**src/core/vcres_defines.svh**
```systemverilog
`ifndef VCRES_DEFINES_SVH
`define VCRES_DEFINES_SVH

// ------------------------------------------------------------
// register offsets
// ------------------------------------------------------------
`define VCRES_CAP_OFFSET        12'h150
`define VCRES_CTL_OFFSET        12'h154
`define VCRES_STS_OFFSET        12'h158

// ------------------------------------------------------------
// capability fields
// ------------------------------------------------------------
`define VCRES_ARB_CAP_RESET     8'h09
`define VCRES_TIME_SLOTS_RESET  7'h7f
`define VCRES_TABLE_OFS_RESET   8'h04
`define VCRES_CAP_SLOTS_LSB     16
`define VCRES_CAP_OFS_LSB       24
`define VCRES_CAP_APS_BIT       14
`define VCRES_CAP_SNOOP_BIT     15

// ------------------------------------------------------------
// control fields
// ------------------------------------------------------------
`define VCRES_MAP_RESET         8'hff
`define VCRES_CTL_LOAD_BIT      16
`define VCRES_CTL_SEL_LSB       17
`define VCRES_CTL_ID_LSB        24
`define VCRES_CTL_EN_BIT        31
`define VCRES_CHANNEL_ID        3'h0
`define VCRES_ENABLE_RESET      1'b1

// ------------------------------------------------------------
// status fields
// ------------------------------------------------------------
`define VCRES_STS_TABLE_BIT     16
`define VCRES_STS_NEG_BIT       17

`endif

```
**src/core/vcres_pkg.sv**
```systemverilog
package vcres_pkg;
    typedef enum logic [2:0] {
        VCRES_ARB_HW_FIXED = 3'h0,
        VCRES_ARB_WRR128   = 3'h3
    } vcres_arb_sel_e;
    typedef logic [31:0] vcres_word_t;
    typedef logic [11:0] vcres_addr_t;
endpackage

```
**src/core/vcres_sel_filter.sv**
```systemverilog
`timescale 1ns/100ps
module vcres_sel_filter
    import vcres_pkg::*;
(
    input  wire logic [2:0]     sel_in,
    output vcres_arb_sel_e      sel_out
);
    import vcres_pkg::*;

    // ------------------------------------------------------------
    // legal scheme filter
    // ------------------------------------------------------------
    always_comb begin
        unique case (sel_in)
            3'h3:    sel_out = VCRES_ARB_WRR128;
            default: sel_out = VCRES_ARB_HW_FIXED;
        endcase
    end
endmodule

```
**src/core/vcres_table_tracker.sv**
```systemverilog
`timescale 1ns/100ps
module vcres_table_tracker (
    input  wire logic clk_sys,
    input  wire logic nrst,
    input  wire logic table_entry_wr,
    input  wire logic load_pulse,
    input  wire logic load_done,
    output logic      table_status,
    output logic      load_busy
);
    typedef enum {VCRES_IDLE, VCRES_LOADING} vcres_load_e;
    vcres_load_e state_reg, state_next;
    logic        status_reg, status_next;

    // ------------------------------------------------------------
    // status and load sequence
    // ------------------------------------------------------------
    always_comb begin
        state_next  = state_reg;
        status_next = status_reg;
        unique case (state_reg)
            VCRES_IDLE: begin
                if (load_pulse) begin
                    state_next = VCRES_LOADING;
                end
            end
            VCRES_LOADING: begin
                if (load_done) begin
                    state_next  = VCRES_IDLE;
                    status_next = 1'b0;
                end
            end
        endcase
        if (table_entry_wr) begin
            status_next = 1'b1;
        end
    end

    always_ff @(posedge clk_sys or negedge nrst) begin
        if (!nrst) begin
            state_reg  <= VCRES_IDLE;
            status_reg <= 1'b0;
        end else begin
            state_reg  <= state_next;
            status_reg <= status_next;
        end
    end

    assign table_status = status_reg;
    assign load_busy    = (state_reg == VCRES_LOADING);
endmodule

```
**src/core/vcres_regs.sv**
```systemverilog
`timescale 1ns/100ps
`include "vcres_defines.svh"
// Behaviour
// - capability bits 7:0 read 09h: fixed and weighted round-robin (128) arbitration.
// - time-based weighted arbitration is not a legal choice on this channel.
// - capability bit 14 reads zero.
// - capability bit 15 reads zero.
// - capability bits 22:16 give time slots minus one, reset 7fh.
// - capability bits 31:24 give table zero offset in 16-byte units, 04h.
// - control bits 7:0 hold the read-write class map, reset ffh.
// - the class map default can be replaced by management or eeprom load.
// - writing one to control bit 16 applies the table; it reads zero.
// - select bits 19:17 keep 000b or 011b; anything else becomes 000b.
// - control bits 26:24 read a fixed channel identifier 000b.
// - control bit 31 enables the channel, reset one.
// - status bit 16 sets on any table entry write.
// - status bit 16 clears only when a requested load finishes.
// - status bit 17 shows negotiation in progress, reset zero.
module vcres_regs
    import vcres_pkg::*;
(
    input  wire logic            clk_sys,
    input  wire logic            nrst,
    input  wire logic            cfg_wr,
    input  wire logic            cfg_rd,
    input  wire vcres_pkg::vcres_addr_t cfg_addr,
    input  wire logic [3:0]      cfg_be,
    input  wire vcres_pkg::vcres_word_t cfg_wdata,
    output vcres_pkg::vcres_word_t      cfg_rdata,
    input  wire logic            map_default_load,
    input  wire logic [7:0]      map_default_value,
    input  wire logic            slots_default_load,
    input  wire logic [6:0]      slots_default_value,
    input  wire logic            table_entry_wr,
    input  wire logic            table_load_done,
    input  wire logic            negotiation_pending,
    output logic [7:0]           traffic_class_channel_map,
    output vcres_pkg::vcres_arb_sel_e   arb_select,
    output logic                 channel_enable,
    output logic [2:0]           channel_identifier,
    output logic                 table_load_pulse,
    output logic                 table_load_busy
);
    import vcres_pkg::*;

    // ------------------------------------------------------------
    // state
    // ------------------------------------------------------------
    logic [7:0]     map_reg, map_next;
    logic [2:0]     sel_reg, sel_next;
    logic           en_reg, en_next;
    logic [6:0]     slots_reg, slots_next;
    logic           neg_reg, neg_next;
    vcres_word_t    rdata_reg, rdata_next;
    vcres_arb_sel_e sel_filtered;
    logic           table_status;
    logic           ctl_hit;

    function automatic vcres_word_t cap_word(input logic [6:0] slots);
        vcres_word_t w;
        w = 32'h0000_0000;
        w[7:0] = `VCRES_ARB_CAP_RESET;
        w[`VCRES_CAP_APS_BIT] = 1'b0;
        w[`VCRES_CAP_SNOOP_BIT] = 1'b0;
        w[`VCRES_CAP_SLOTS_LSB +: 7] = slots;
        w[`VCRES_CAP_OFS_LSB +: 8] = `VCRES_TABLE_OFS_RESET;
        return w;
    endfunction

    assign ctl_hit = cfg_wr && (cfg_addr == `VCRES_CTL_OFFSET);

    vcres_sel_filter u_sel (
        .sel_in  (cfg_wdata[`VCRES_CTL_SEL_LSB +: 3]),
        .sel_out (sel_filtered)
    );

    // ------------------------------------------------------------
    // next values
    // ------------------------------------------------------------
    always_comb begin
        map_next   = map_reg;
        sel_next   = sel_reg;
        en_next    = en_reg;
        slots_next = slots_reg;
        neg_next   = negotiation_pending;
        if (map_default_load) begin
            map_next = map_default_value;
        end
        if (slots_default_load) begin
            slots_next = slots_default_value;
        end
        if (ctl_hit && cfg_be[0]) begin
            map_next = cfg_wdata[7:0];
        end
        if (ctl_hit && cfg_be[2]) begin
            sel_next = 3'(sel_filtered);
        end
        if (ctl_hit && cfg_be[3]) begin
            en_next = cfg_wdata[`VCRES_CTL_EN_BIT];
        end
        rdata_next = 32'h0000_0000;
        if (cfg_rd) begin
            unique case (cfg_addr)
                `VCRES_CAP_OFFSET: rdata_next = cap_word(slots_reg);
                `VCRES_CTL_OFFSET: begin
                    rdata_next[7:0] = map_reg;
                    rdata_next[`VCRES_CTL_LOAD_BIT] = 1'b0;
                    rdata_next[`VCRES_CTL_SEL_LSB +: 3] = sel_reg;
                    rdata_next[`VCRES_CTL_ID_LSB +: 3] =
                        `VCRES_CHANNEL_ID;
                    rdata_next[`VCRES_CTL_EN_BIT] = en_reg;
                end
                `VCRES_STS_OFFSET: begin
                    rdata_next[`VCRES_STS_TABLE_BIT] = table_status;
                    rdata_next[`VCRES_STS_NEG_BIT] = neg_reg;
                end
                default: rdata_next = 32'h0000_0000;
            endcase
        end
    end

    always_ff @(posedge clk_sys or negedge nrst) begin
        if (!nrst) begin
            map_reg   <= `VCRES_MAP_RESET;
            sel_reg   <= 3'h0;
            en_reg    <= `VCRES_ENABLE_RESET;
            slots_reg <= `VCRES_TIME_SLOTS_RESET;
            neg_reg   <= 1'b0;
            rdata_reg <= 32'h0000_0000;
        end else begin
            map_reg   <= map_next;
            sel_reg   <= sel_next;
            en_reg    <= en_next;
            slots_reg <= slots_next;
            neg_reg   <= neg_next;
            rdata_reg <= rdata_next;
        end
    end

    // ------------------------------------------------------------
    // load request and table status
    // ------------------------------------------------------------
    assign table_load_pulse = ctl_hit && cfg_be[2]
                              && cfg_wdata[`VCRES_CTL_LOAD_BIT];

    vcres_table_tracker u_trk (
        .clk_sys        (clk_sys),
        .nrst           (nrst),
        .table_entry_wr (table_entry_wr),
        .load_pulse     (table_load_pulse),
        .load_done      (table_load_done),
        .table_status   (table_status),
        .load_busy      (table_load_busy)
    );

    assign cfg_rdata                 = rdata_reg;
    assign traffic_class_channel_map = map_reg;
    assign arb_select                = vcres_arb_sel_e'(sel_reg);
    assign channel_enable            = en_reg;
    assign channel_identifier        = `VCRES_CHANNEL_ID;
endmodule

```
**config.mk**
```make
export PLATFORM = sky130hd
export DESIGN_NAME = vcres_regs
export DESIGN_NICKNAME = d
export VERILOG_FILES = /design/src/core/vcres_pkg.sv /design/src/core/vcres_sel_filter.sv /design/src/core/vcres_table_tracker.sv /design/src/core/vcres_regs.sv
export VERILOG_INCLUDE_DIRS = /design/src /design/src/core
export SDC_FILE = /design/constraint.sdc
export NUM_CORES = 1
export LEC_CHECK = 0
export BUFFER_PORTS_ARGS = -buffer_cell sky130_fd_sc_hd__buf_2
export CAP_MARGIN = 20
export CORE_UTILIZATION = 30
export CTS_CLUSTER_DIAMETER = 80
export DETAILED_ROUTE_END_ITERATION = 10
export PLACE_DENSITY = 0.61
export SLEW_MARGIN = 20
export SYNTH_ARGS = -nofsm -noshare
export SYNTH_HDL_FRONTEND = slang
export SYNTH_SLANG_ARGS = --single-unit
```
**constraint.sdc**
```tcl
create_clock -name clk_sys -period 2.1 [get_ports clk_sys]
set_input_delay 0.42 -clock clk_sys [delete_from_list [all_inputs] [get_ports clk_sys]]
set_output_delay 0.42 -clock clk_sys [all_outputs]
set_load 0.01 [all_outputs]
```
* Word-level counts from Yosys, hierarchy flattened *
Index checks and enable logic that the tools add are counted.

cells by class
  eq/ne operators = 8
  multiplexer cells = 16
  reductions and logical operators = 11

operators by type and width
  kind                   number
  $mux W32               3
  $pmux W32 S2           1
  $eq A12 B9 Y1 const B  3
  $eq A32 B1 Y1 const B  1
  $eq A32 B2 Y1 const B  1
  $logic_not A32 Y1      1
  $mux W8                2
  $pmux W8 S2            1
  $mux W3                2
  $pmux W2 S3            1
  $reduce_bool A2 Y1     3
  $logic_and A1 B1 Y1    5
  $mux W1                4
  $ne A2 B2 Y1 const B   2
  $pmux W2 S2            1
  $reduce_and A2 Y1      2
  $eq A3 B2 Y1 const B   1
  $mux W2                1

storage, ports and cells
  register bits after elaboration = 85
  bits of input ports = 72

* Logic depth before layout (Yosys ltp) *
Gate-level depths: netlist of the first run.

  depth after elaboration = 6
  gate-level depth with buffers = 4

* Modules after synthesis *
Synthesis of the first run repeated with hierarchy kept, for this count alone.

unflattened totals
  cells, all modules = 142
  area, all modules = 1,815.5 um2

modules (own cells, without submodules)
  module               instances  cells each  area each (um2)
  vcres_regs           1          133         1,719.1
  vcres_table_tracker  1          5           68.8
  vcres_sel_filter     1          4           27.5

* Worst setup path before layout of the first run *
OpenSTA, ideal clock, no wires.

  path kind = input to output
  start point = input cfg_addr[11]
  end point = output table_load_pulse
  arrival = 1,272 ps
  required time = 1,680 ps
  path slack = 408 ps
  cell stages on the path = 3
  cell sequence = nor4b_4 > and4_1 > and2_1

on the way
  word-level cells in the longest chain between the ends = 4

RTL lines
  item                               line               text
  start: declaration                 vcres_regs.sv:26   input wire vcres_pkg::vcres_addr_t cfg_addr,
  $eq A12 B9 Y1                      n/a
  $logic_and A1 B1 Y1                vcres_regs.sv:70   assign ctl_hit = cfg_wr && (cfg_addr == `VCRES_CTL_OFFSET);
  $logic_and A1 B1 Y1 (2 in series)  vcres_regs.sv:143  assign table_load_pulse = ctl_hit && cfg_be[2]
  end: declaration                   vcres_regs.sv:41   output logic table_load_pulse,

Every way passes these cells.

* Final worst setup path of the first run *
  start point = input cfg_addr[9]
  end point = output table_load_pulse

The elaborated chain is that of the path after synthesis.

==> reports/metrics.cfg, run 1 <==
[pwr]
power.net_switching_w = 0.0003346
p_int_w = 0.001114
clockPowerShare_pct = 34.1
powerDensity_mw_per_mm2 = 646.8
p_sw_share_pct = 23.10
comb_power_share_pct = 12.5
power_w = 0.001449
ir_drop_mv = 0.2820
p_leak_nw = 1.191
seq_power_share_pct = 53.5

[setup_path]
worstPathRequired_ns = 1.68
crit_buf_inv = 2
endpoint_kind = output pin
r2r_start = traffic_class_channel_map[0]
cp_slowest_cell = and4bb_2
critPathKind = in2out
arrival_ns = 1.44
cp-start-kind = primary input
cp.depth = 5
crit_top_cell = buf_2
rr_endpoint = traffic_class_channel_map[0]
rrSetupSlack_ns = 1.12
cpPeakStageDelay_ns = 0.38
ff2ff_path_depth = 3
critical_path.top_delay_family = simple AND/OR/NAND/NOR gates
crit_chain = buf_2 > and4bb_2 > and4_1 > and2_1 > buf_2
path_max_fanout = 5

[cts]
clk_pin_slew_ns = 0.07
cts-root-buf = clkbuf_8
numClockSinks = 37
cts_buffers = 5
cts_resized = 0
cts_setup_buffers = 0
cts_tree = done
cts-hold-fix-buffers = 0
cts_max_level = 2
clock_latency_ns = 0.28
cts_buffer_depth = 2

[route]
totalWireLength_mm = 3.588
num_vias = 1306
postRouteAntennaNets = 0
vias_per_cell = 4.268
dr.pass1.iters = 6
routedWlPerCell_um = 11.73
drc_errors = 0
drt_iter0_drc = 32

[yosys]
ys_warn_count = 0
synth_area_mm2 = 0.001723
synth-seq-cells = 37
ys_seq_area_share_pct = 54.90
synth_cell_type_count = 28
synthCells = 147
avgSynthCellArea_um2 = 11.72

[finish]
antenna_cells = 0
fill_cells = 548
drive_gt1_share_pct = 55.56
fin_nets = 305
final_common_cell = buf_2
final_cell_mix = buf_2 (81), dfrtp_1 (21), conb_1 (19), mux2_2 (18), dfstp_2 (16)
area_delta_synth_final_pct = 29.99
largest_reg_flops = 17
final_core_util_pct = 40.67

[die]
coreArea_mm2 = 0.005507
chipHeight_um = 77.78
die-area_mm2 = 0.006050
top_level_ports = 121
rows = 27
die_x_um = 77.78
start_util_pct = 31.29

[global_routing]
grt_pass1_wl_mm = 5.768
antenna_found_initial = 0
groute.usage.overall_pct = 12.59
grt_pass1_vias = 1215
globalRoute.totalOverflow = 0
grt_max_degree = 38

[sta]
layout_setup_ws_ns = 0.2364
slew-limit-headroom_pct = 46.00
worstMarginPinSlew_ns = 0.8100
whs_ns = 0.2306
setup_violations = 0
drv_slew = 0
min_period_ns = 1.864
hold_viol = 0
skew_ns = 0.008642
period_share_pct = 88.74
grt_setup_unrepaired = false
fin_setup_tns_ns = 0
max_freq_mhz = 536.6

[worst_hold_path]
hold_path_class = in2async

[placed_design]
post-dp-hpwl_mm = 2.683
post-place-ws_ns = 0.2486
place_congestion = 0.6643
io_buffers = 81

[run_status]
status = finished, final reports clean

[job]
max_cap_viol_count = 0

Yosys cell counts:
library cell / count / share of area [%]
a21o_1: 1 / 0.44
a21oi_1: 3 / 0.87
a31o_2: 1 / 0.51
and2_1: 1 / 0.36
and4_1: 1 / 0.51
and4b_1: 3 / 1.7
and4bb_2: 1 / 0.73
buf_1: 1 / 0.22
buf_2: 1 / 0.29
buf_4: 20 / 8.7
clkbuf_1: 2 / 0.44
conb_1: 1 / 0.22
dfrtp_1: 21 / 31
dfstp_2: 16 / 24
inv_1: 11 / 2.4
mux2_2: 18 / 12
mux2i_1: 2 / 1.2
nand2_1: 11 / 2.4
nand3b_1: 1 / 0.44
nand4_1: 2 / 0.73
nand4_2: 1 / 0.73
nand4_4: 1 / 1.2
nor2_1: 5 / 1.1
nor2b_1: 1 / 0.36
nor3_1: 8 / 2.3
nor3b_1: 4 / 1.7
nor4b_4: 1 / 1.4
o21ai_0: 8 / 2.3
layer usage:
layer,GRT usage [%],vias to the layer above,part of all wire [%]
li1,-,627,-
met1,15.98,619,43
met2,20.09,58,49
met3,3.882,2,6.5
met4,4.528,0,0.81
met5,0,-,0
worst max path at each step:
stage                       startpoint          endpoint  slack (ns)
after global routing       cfg_addr[9]  table_load_pulse        0.20
after floorplan           cfg_addr[11]  table_load_pulse        0.41
after CTS                  cfg_addr[9]  table_load_pulse        0.24
after global placement     cfg_addr[9]  table_load_pulse        0.25
final                      cfg_addr[9]  table_load_pulse        0.24
after detailed placement   cfg_addr[9]  table_load_pulse        0.25
worst reg2reg max path: cells and delay by family (launching register included):
| family | cells | cell delay [ns] |
|---|---|---|
| flops | 1 | 0.53 |
| mux | 1 | 0.18 |
| compound gates | 1 | 0.17 |
| buf+inv | 1 | 0.05 |
cell families (layout without fill, tap and decap cells):
kind of cell	after synthesis	after routing	share of synthesized area (%)
compound gates	13	13	4.140
flops	37	37	54.90
buf+inv	35	104	12.05
other cells	1	19	0.2177
simple gates	41	41	15.76
mux	20	20	12.93
cell type report:
type / instances / area (um2) / share of cell area (%)
inverters: 11 / 41.29 / 1.844
well taps: 72 / 90.09 / 4.022
flip-flops and latches: 37 / 945.9 / 42.23
clock buffers: 8 / 90.09 / 4.022
multi-input cells: 93 / 636.9 / 28.44
repair buffers: 85 / 435.4 / 19.44
power by group through the flow:
stage	sequential [W]	clock, W	combinational [W]
finish	0.000775	0.000493	0.000181
floorplan	0.000793	0	0.000108
detailed placement	0.000787	0	0.000183
global placement	0.000787	0	0.000180
CTS	0.000775	0.000519	0.000184
global route	0.000779	0.000551	0.000204
stage by stage:
step	instance area, um2	std cells
4_1_cts	2240	306
5_1_grt	2240	306
6_report	2240	306
2_1_floorplan	1790	165
3_3_place_gp	2150	298
3_5_place_dp	2150	298
Note: power is estimated with default switching activity, not from simulation.
==> run 2, diff against run 1 <==
Settings changed: ABC_AREA set to 1, PLACE_DENSITY 0.61 to 0.59.
==> run 2 against run 1 <==
  * Register-to-register slack better by 0.14 ns
  * Synthesized cell count is 58% higher
  * Power is 0.33% lower
  * Critical endpoint unchanged
  * Clock skew decreased by 0.0047 ns
==> reports/metrics.cfg, run 2 <==
[finish]
area_delta_synth_final_pct = 24.25
antenna_cells = 0
largest_reg_flops = 17
fin_area_mm2 = 0.002391
fin_cells = 389
final_cell_mix = buf_2 (81), nand2_1 (56), inv_1 (35), nor2_1 (21), dfrtp_1 (21)
fin_nets = 385
final_common_cell = buf_2
drive_gt1_share_pct = 38.85
fill_cells = 632

[worst_hold_path]
hold_path_class = in2async

[yosys]
synth_area_leaders = dfrtp_1 (27%), dfstp_2 (22%), nand2_1 (11%), buf_4 (7.8%), inv_1 (6.8%)
synthArstFlopShare_pct = 100.0
synthCells = 232
ys.flop_type = dfrtp_1
netlist_top_cells_count = nand2_1 (56), inv_1 (35), dfrtp_1 (21), nor2_1 (21), buf_4 (20)
synth_edf_count = 0
synth-seq-cells = 37
synth_cell_type_count = 29
synth_area_mm2 = 0.001924
avgSynthCellArea_um2 = 8.295
ys_seq_area_share_pct = 49.15
yosys.cell_count.top_type = nand2_1
ys_warn_count = 0
yosysTopAreaCellShare_pct = 27.31
yosys.area.top_type = dfrtp_1

[global_routing]
grt_pass1_wl_mm = 6.403
antenna_found_initial = 0
groute.usage.overall_pct = 12.87
grt_max_degree = 38
globalRoute.totalOverflow = 0
grt_pass1_vias = 1366

[sta]
max_freq_mhz = 558.0
worstMarginPinSlew_ns = 0.8052
grt_setup_unrepaired = false
period_share_pct = 85.34
min_period_ns = 1.792
drv_slew = 0
hold_viol = 0
fin_setup_tns_ns = 0
setup_violations = 0
skew_ns = 0.003955
slew-limit-headroom_pct = 46.32

[die]
die-area_mm2 = 0.006739
rows = 28
die_x_um = 82.09
coreArea_mm2 = 0.006061
top_level_ports = 121
chipHeight_um = 82.09
start_util_pct = 31.75

[placed_design]
postPlaceCellArea_mm2 = 0.002308
place_congestion = 0.7710
place_inst = 381
io_buffers = 81
post-dp-hpwl_mm = 3.221

[setup_path]
cp_slowest_cell = nor2_2
path_max_fanout = 3
ff2ff_path_depth = 4
critPathKind = in2out
cp-start-kind = primary input
arrival_ns = 1.37
endpoint_kind = output pin
cp-startpoint = cfg_addr[1]
rr_endpoint = cfg_rdata[17]
rrSetupSlack_ns = 1.26
r2r_start = slots_reg[1]
crit_chain = buf_2 > nor2_2 > inv_2 > nor2_4 > inv_2 > nor2_4 > nand3_1 > nor2_1 > buf_2
cpPeakStageDelay_ns = 0.13
worstPathRequired_ns = 1.68

[route]
vias_per_cell = 4.180
postRouteAntennaNets = 0
drt_iter0_drc = 61
dr.pass1.iters = 4
drc_errors = 0
routedWlPerCell_um = 10.84
totalWireLength_mm = 4.216
num_vias = 1626

[cts]
cts_setup_buffers = 0
cts_buffer_depth = 2
cts_max_level = 2
cts_tree = done
numClockSinks = 37
cts-root-buf = clkbuf_8
cts-hold-fix-buffers = 0
cts_buffers = 5
clk_pin_slew_ns = 0.07
cts_resized = 0
clock_latency_ns = 0.29

[job]
max_cap_viol_count = 0

[pwr]
powerDensity_mw_per_mm2 = 603.9
p_leak_nw = 1.418
ir_drop_mv = 0.3650

[run_status]
status = finished, final reports clean

## run 2: changes by cell type in the layout (fill, tap and decap cells not counted), moves of 4 or more
cell and delta:
inv_1 +24, mux2_2 -16, nand2_1 +45, nand2_2 +4, nand3_1 +18, nand4_1 +7
nor2_1 +16, nor3_1 -8, nor3b_1 -4
## run 2: area by class of cell
| type | instances | area (um2) | share of cell area (%) |
|---|---|---|---|
| repair buffers | 82 | 412.9 | 17.27 |
| clock buffers | 6 | 72.57 | 3.035 |
| flip-flops and latches | 37 | 945.9 | 39.56 |
| inverters | 39 | 146.4 | 6.122 |
| multi-input cells | 148 | 709.4 | 29.67 |
| clock inverters | 2 | 10.01 | 0.4186 |
| well taps | 75 | 93.84 | 3.925 |
## run 2: cell families (layout without fill, tap and decap cells)
logic type	after synthesis	after routing	share of synthesized area (%)
other	1	19	0.1949
buffers and inverters	65	129	17.49
muxes	2	2	1.170
AOI/OAI and AO/OA	9	9	2.535
DFF	37	37	49.15
and+or+nand+nor	118	118	29.45
## run 2: how the worst max path moves through the flow
stage,end,slack (ns),depth (start not counted)
finish,table_load_pulse,0.31,9
global route,table_load_pulse,0.21,9
CTS,table_load_pulse,0.28,9
detailed placement,table_load_pulse,0.28,9
global placement,table_load_pulse,0.28,9
floorplan,table_load_pulse,0.50,7
## run 2: metrics by stage
stage | worst slack (ns) | hold slack (ns) | utilization (%) | power [W]
final | 0.3078 | 0.2120 | 39.45 | 0.001444
after global routing | 0.2057 | 0.2390 | 39.45 | 0.001516
after CTS | 0.2799 | 0.2373 | 39.45 | 0.001465
after detailed placement | 0.2792 | 0.4631 | 38.09 | 0.0009756
after global placement | 0.2830 | 0.4600 | 38.09 | 0.0009719
after floorplan | 0.5002 | 0.1244 | - | 0.0009050
## run 2: report_power, final
group / internal, W / switching [W]
registers: 0.000760 / 0.0000151
logic: 0.0000715 / 0.000115
clock network: 0.000230 / 0.000253
## run 2: layer usage
metal,GRT usage [%],up-vias,wire length (um),part of all wire [%]
li1,-,831,-,-
met1,16.73,718,1896,45
met2,19.83,71,1907,45
met3,3.846,6,337,8.0
met4,5.263,0,74,1.8
met5,0,-,0,0
## run 2: critical path, delay by kind of cell
kind / cells / cell delay (ns)
simple gates: 5 / 0.59
buf+inv: 4 / 0.36
==> run 3, diff against run 2 <==
Settings changed: PLACE_DENSITY 0.59 to 0.58, SYNTH_HIERARCHICAL set to 1.
==> run 3 against run 2 <==
  * Clock skew hardly changed
  * First-iteration DRC count decreased by 16%
  * Global-route usage down 0.16 points
  * Critical path depth stayed put
  * Sequential power increased by 4.9%
  * Cell count up 4.1%
  * Flip-flop and latch count grew 2
  * Combinational power barely moved
  * The flow now finishes with violations (design-rule violations)
  * Synthesized cell count grew 5.2%
  * Count of clock-buffer cells in the layout up 1
  * Via count up 4.6%
  * Worst setup slack got worse by 0.051 ns
==> reports/metrics.cfg, run 3 <==
[run_status]
status = finished with violations
violations = design-rule violations

[finish]
fin_nets = 399
drive_gt1_share_pct = 38.41
antenna_cells = 0
final_common_cell = buf_2
regArea_um2 = 996.0
area_delta_synth_final_pct = 24.08
final_cell_mix = buf_2 (82), nand2_1 (64), inv_1 (37), dfrtp_1 (23), nor2_1 (22)
fill_cells = 708
multi_input_area_um2 = 749.5
fin_cells = 405
largest_reg_flops = 17
fin_area_mm2 = 0.002521

[sta]
setup_violations = 0
drv_slew = 0
hold_viol = 0
whs_ns = 0.1824
fin_setup_tns_ns = 0
skew_ns = 0.004128
worstMarginPinSlew_ns = 0.6979
slew-limit-headroom_pct = 53.47
min_period_ns = 1.843
period_share_pct = 87.75
grt_setup_unrepaired = false
max_freq_mhz = 542.7
layout_setup_ws_ns = 0.2573

[pwr]
ir_drop_mv = 0.2640
p_leak_nw = 1.490
powerDensity_mw_per_mm2 = 611.5

[route]
dr.pass1.iters = 7
routedWlPerCell_um = 10.66
vias_per_cell = 4.200
drc_errors = 5
postRouteAntennaNets = 0
drt_iter0_drc = 51
num_vias = 1701
totalWireLength_mm = 4.318

[placed_design]
postPlaceCellArea_mm2 = 0.002417
place_inst = 397
place_congestion = 0.7514
post-place-ws_ns = 0.2421
post-dp-hpwl_mm = 3.479
io_buffers = 82

[cts]
cts_buffers = 5
clk_pin_slew_ns = 0.07
cts-root-buf = clkbuf_8
cts-hold-fix-buffers = 0
numClockSinks = 39
cts_tree = done
cts_setup_buffers = 0
cts_buffer_depth = 2
cts_resized = 0
cts_max_level = 2
clock_latency_ns = 0.28

[die]
top_level_ports = 121
die_x_um = 84.30
start_util_pct = 31.46
rows = 29
die-area_mm2 = 0.007106
chipHeight_um = 84.30
coreArea_mm2 = 0.006459

[setup_path]
cp_slowest_cell = nor2_1
critPathKind = in2out
arrival_ns = 1.42
cpPeakStageDelay_ns = 0.16
worstPathRequired_ns = 1.68
endpoint_kind = output pin
critical_path.top_delay_family = simple AND/OR/NAND/NOR gates
crit_chain = buf_2 > inv_1 > nand2_1 > nor2_1 > nand2_1 > nor2_4 > nand3_2 > nor2_1 > buf_2
crit_buf_inv = 3
cp-start-kind = primary input
path_max_fanout = 5

[global_routing]
grt_max_degree = 33
groute.usage.overall_pct = 12.72
grt_pass1_vias = 1575
antenna_found_initial = 0
grt_pass1_wl_mm = 7.155
globalRoute.totalOverflow = 0

[yosys]
yosys.area.top_type = dfrtp_1
netlist_top_cells_count = nand2_1 (64), inv_1 (37), dfrtp_1 (23), nor2_1 (22), buf_4 (21)
synth_edf_count = 0
ys_seq_area_share_pct = 49.01
yosysTopAreaCellShare_pct = 28.33
synth_cell_type_count = 24
ys_warn_count = 6
synthCells = 244
avgSynthCellArea_um2 = 8.328
synth-seq-cells = 39
synth_area_mm2 = 0.002032
synth_area_leaders = dfrtp_1 (28%), dfstp_2 (21%), nand2_1 (12%), buf_4 (7.8%), inv_1 (6.8%)
ys.flop_type = dfrtp_1
synthArstFlopShare_pct = 100.0
yosys.cell_count.top_type = nand2_1

[worst_hold_path]
hold_path_class = in2async

[job]
max_cap_viol_count = 0

## run 3: changes by cell type after synthesis, moves of 2 or more
cell	before	now
buf_2	2	0
clkbuf_8	0	2
dfrtp_1	21	23
inv_1	35	37
nand2_1	56	64
nand3_1	18	13
nand4_1	9	11
nor2_4	2	4
o21ai_0	5	9
## run 3: kinds of logic (layout without fill, tap and decap cells)
kind of cell,Yosys count,in the layout,share of synthesized area (%)
AND/OR/NAND/NOR,125,125,29.68
buffers and inverters,65,132,17.24
flip-flops,39,39,49.01
AO/OA/AOI/OAI,12,12,3.140
other,2,19,0.3696
multiplexers,1,1,0.5541
## run 3: area by class of cell
class	count	area share (%)
Sequential cell	39	39.50
Multi-Input combinational cell	157	29.73
Timing Repair Buffer	84	16.87
Inverter	40	5.955
Clock buffer	7	3.821
Tap cell	77	3.821
Clock inverter	1	0.2978
## run 3: power by group
| part | switching [W] | internal, W |
|---|---|---|
| clock network | 0.000243 | 0.000299 |
| logic | 0.000115 | 0.0000717 |
| registers | 0.0000156 | 0.000798 |
## run 3: worst paths after layout
| kind | slack [ns] | to | cells past startpoint | from |
|---|---|---|---|---|
| worst min-delay path | 0.18 | cfg_rdata[2] | 1 | nrst |
| max in group asynchronous | 1.24 | traffic_class_channel_map[1] | 2 | nrst |
| worst min register to register | 0.48 | slots_reg[3] | 2 | slots_reg[3] |
| worst max-delay path | 0.26 | table_load_pulse | 9 | cfg_addr[9] |
| worst max register to register | 1.21 | cfg_rdata[17] | 4 | slots_reg[1] |
| min in group clk_sys | 0.25 | neg_reg | 1 | negotiation_pending |
## run 3: through the flow
stage,power (W),util (%)
after floorplan,0.0009492,-
after global placement,0.001014,37.43
after detailed placement,0.001017,37.43
after CTS,0.001564,39.04
after global routing,0.001627,39.04
final,0.001542,39.04
## run 3: metal layers
metal / global-route usage [%] / vias to the layer above / wire [um]
li1: - / 869 / -
met1: 15.95 / 776 / 1867
met2: 21.46 / 56 / 2172
met3: 3.147 / 0 / 278
met4: 4.232 / 0 / 0
met5: 0 / - / 0
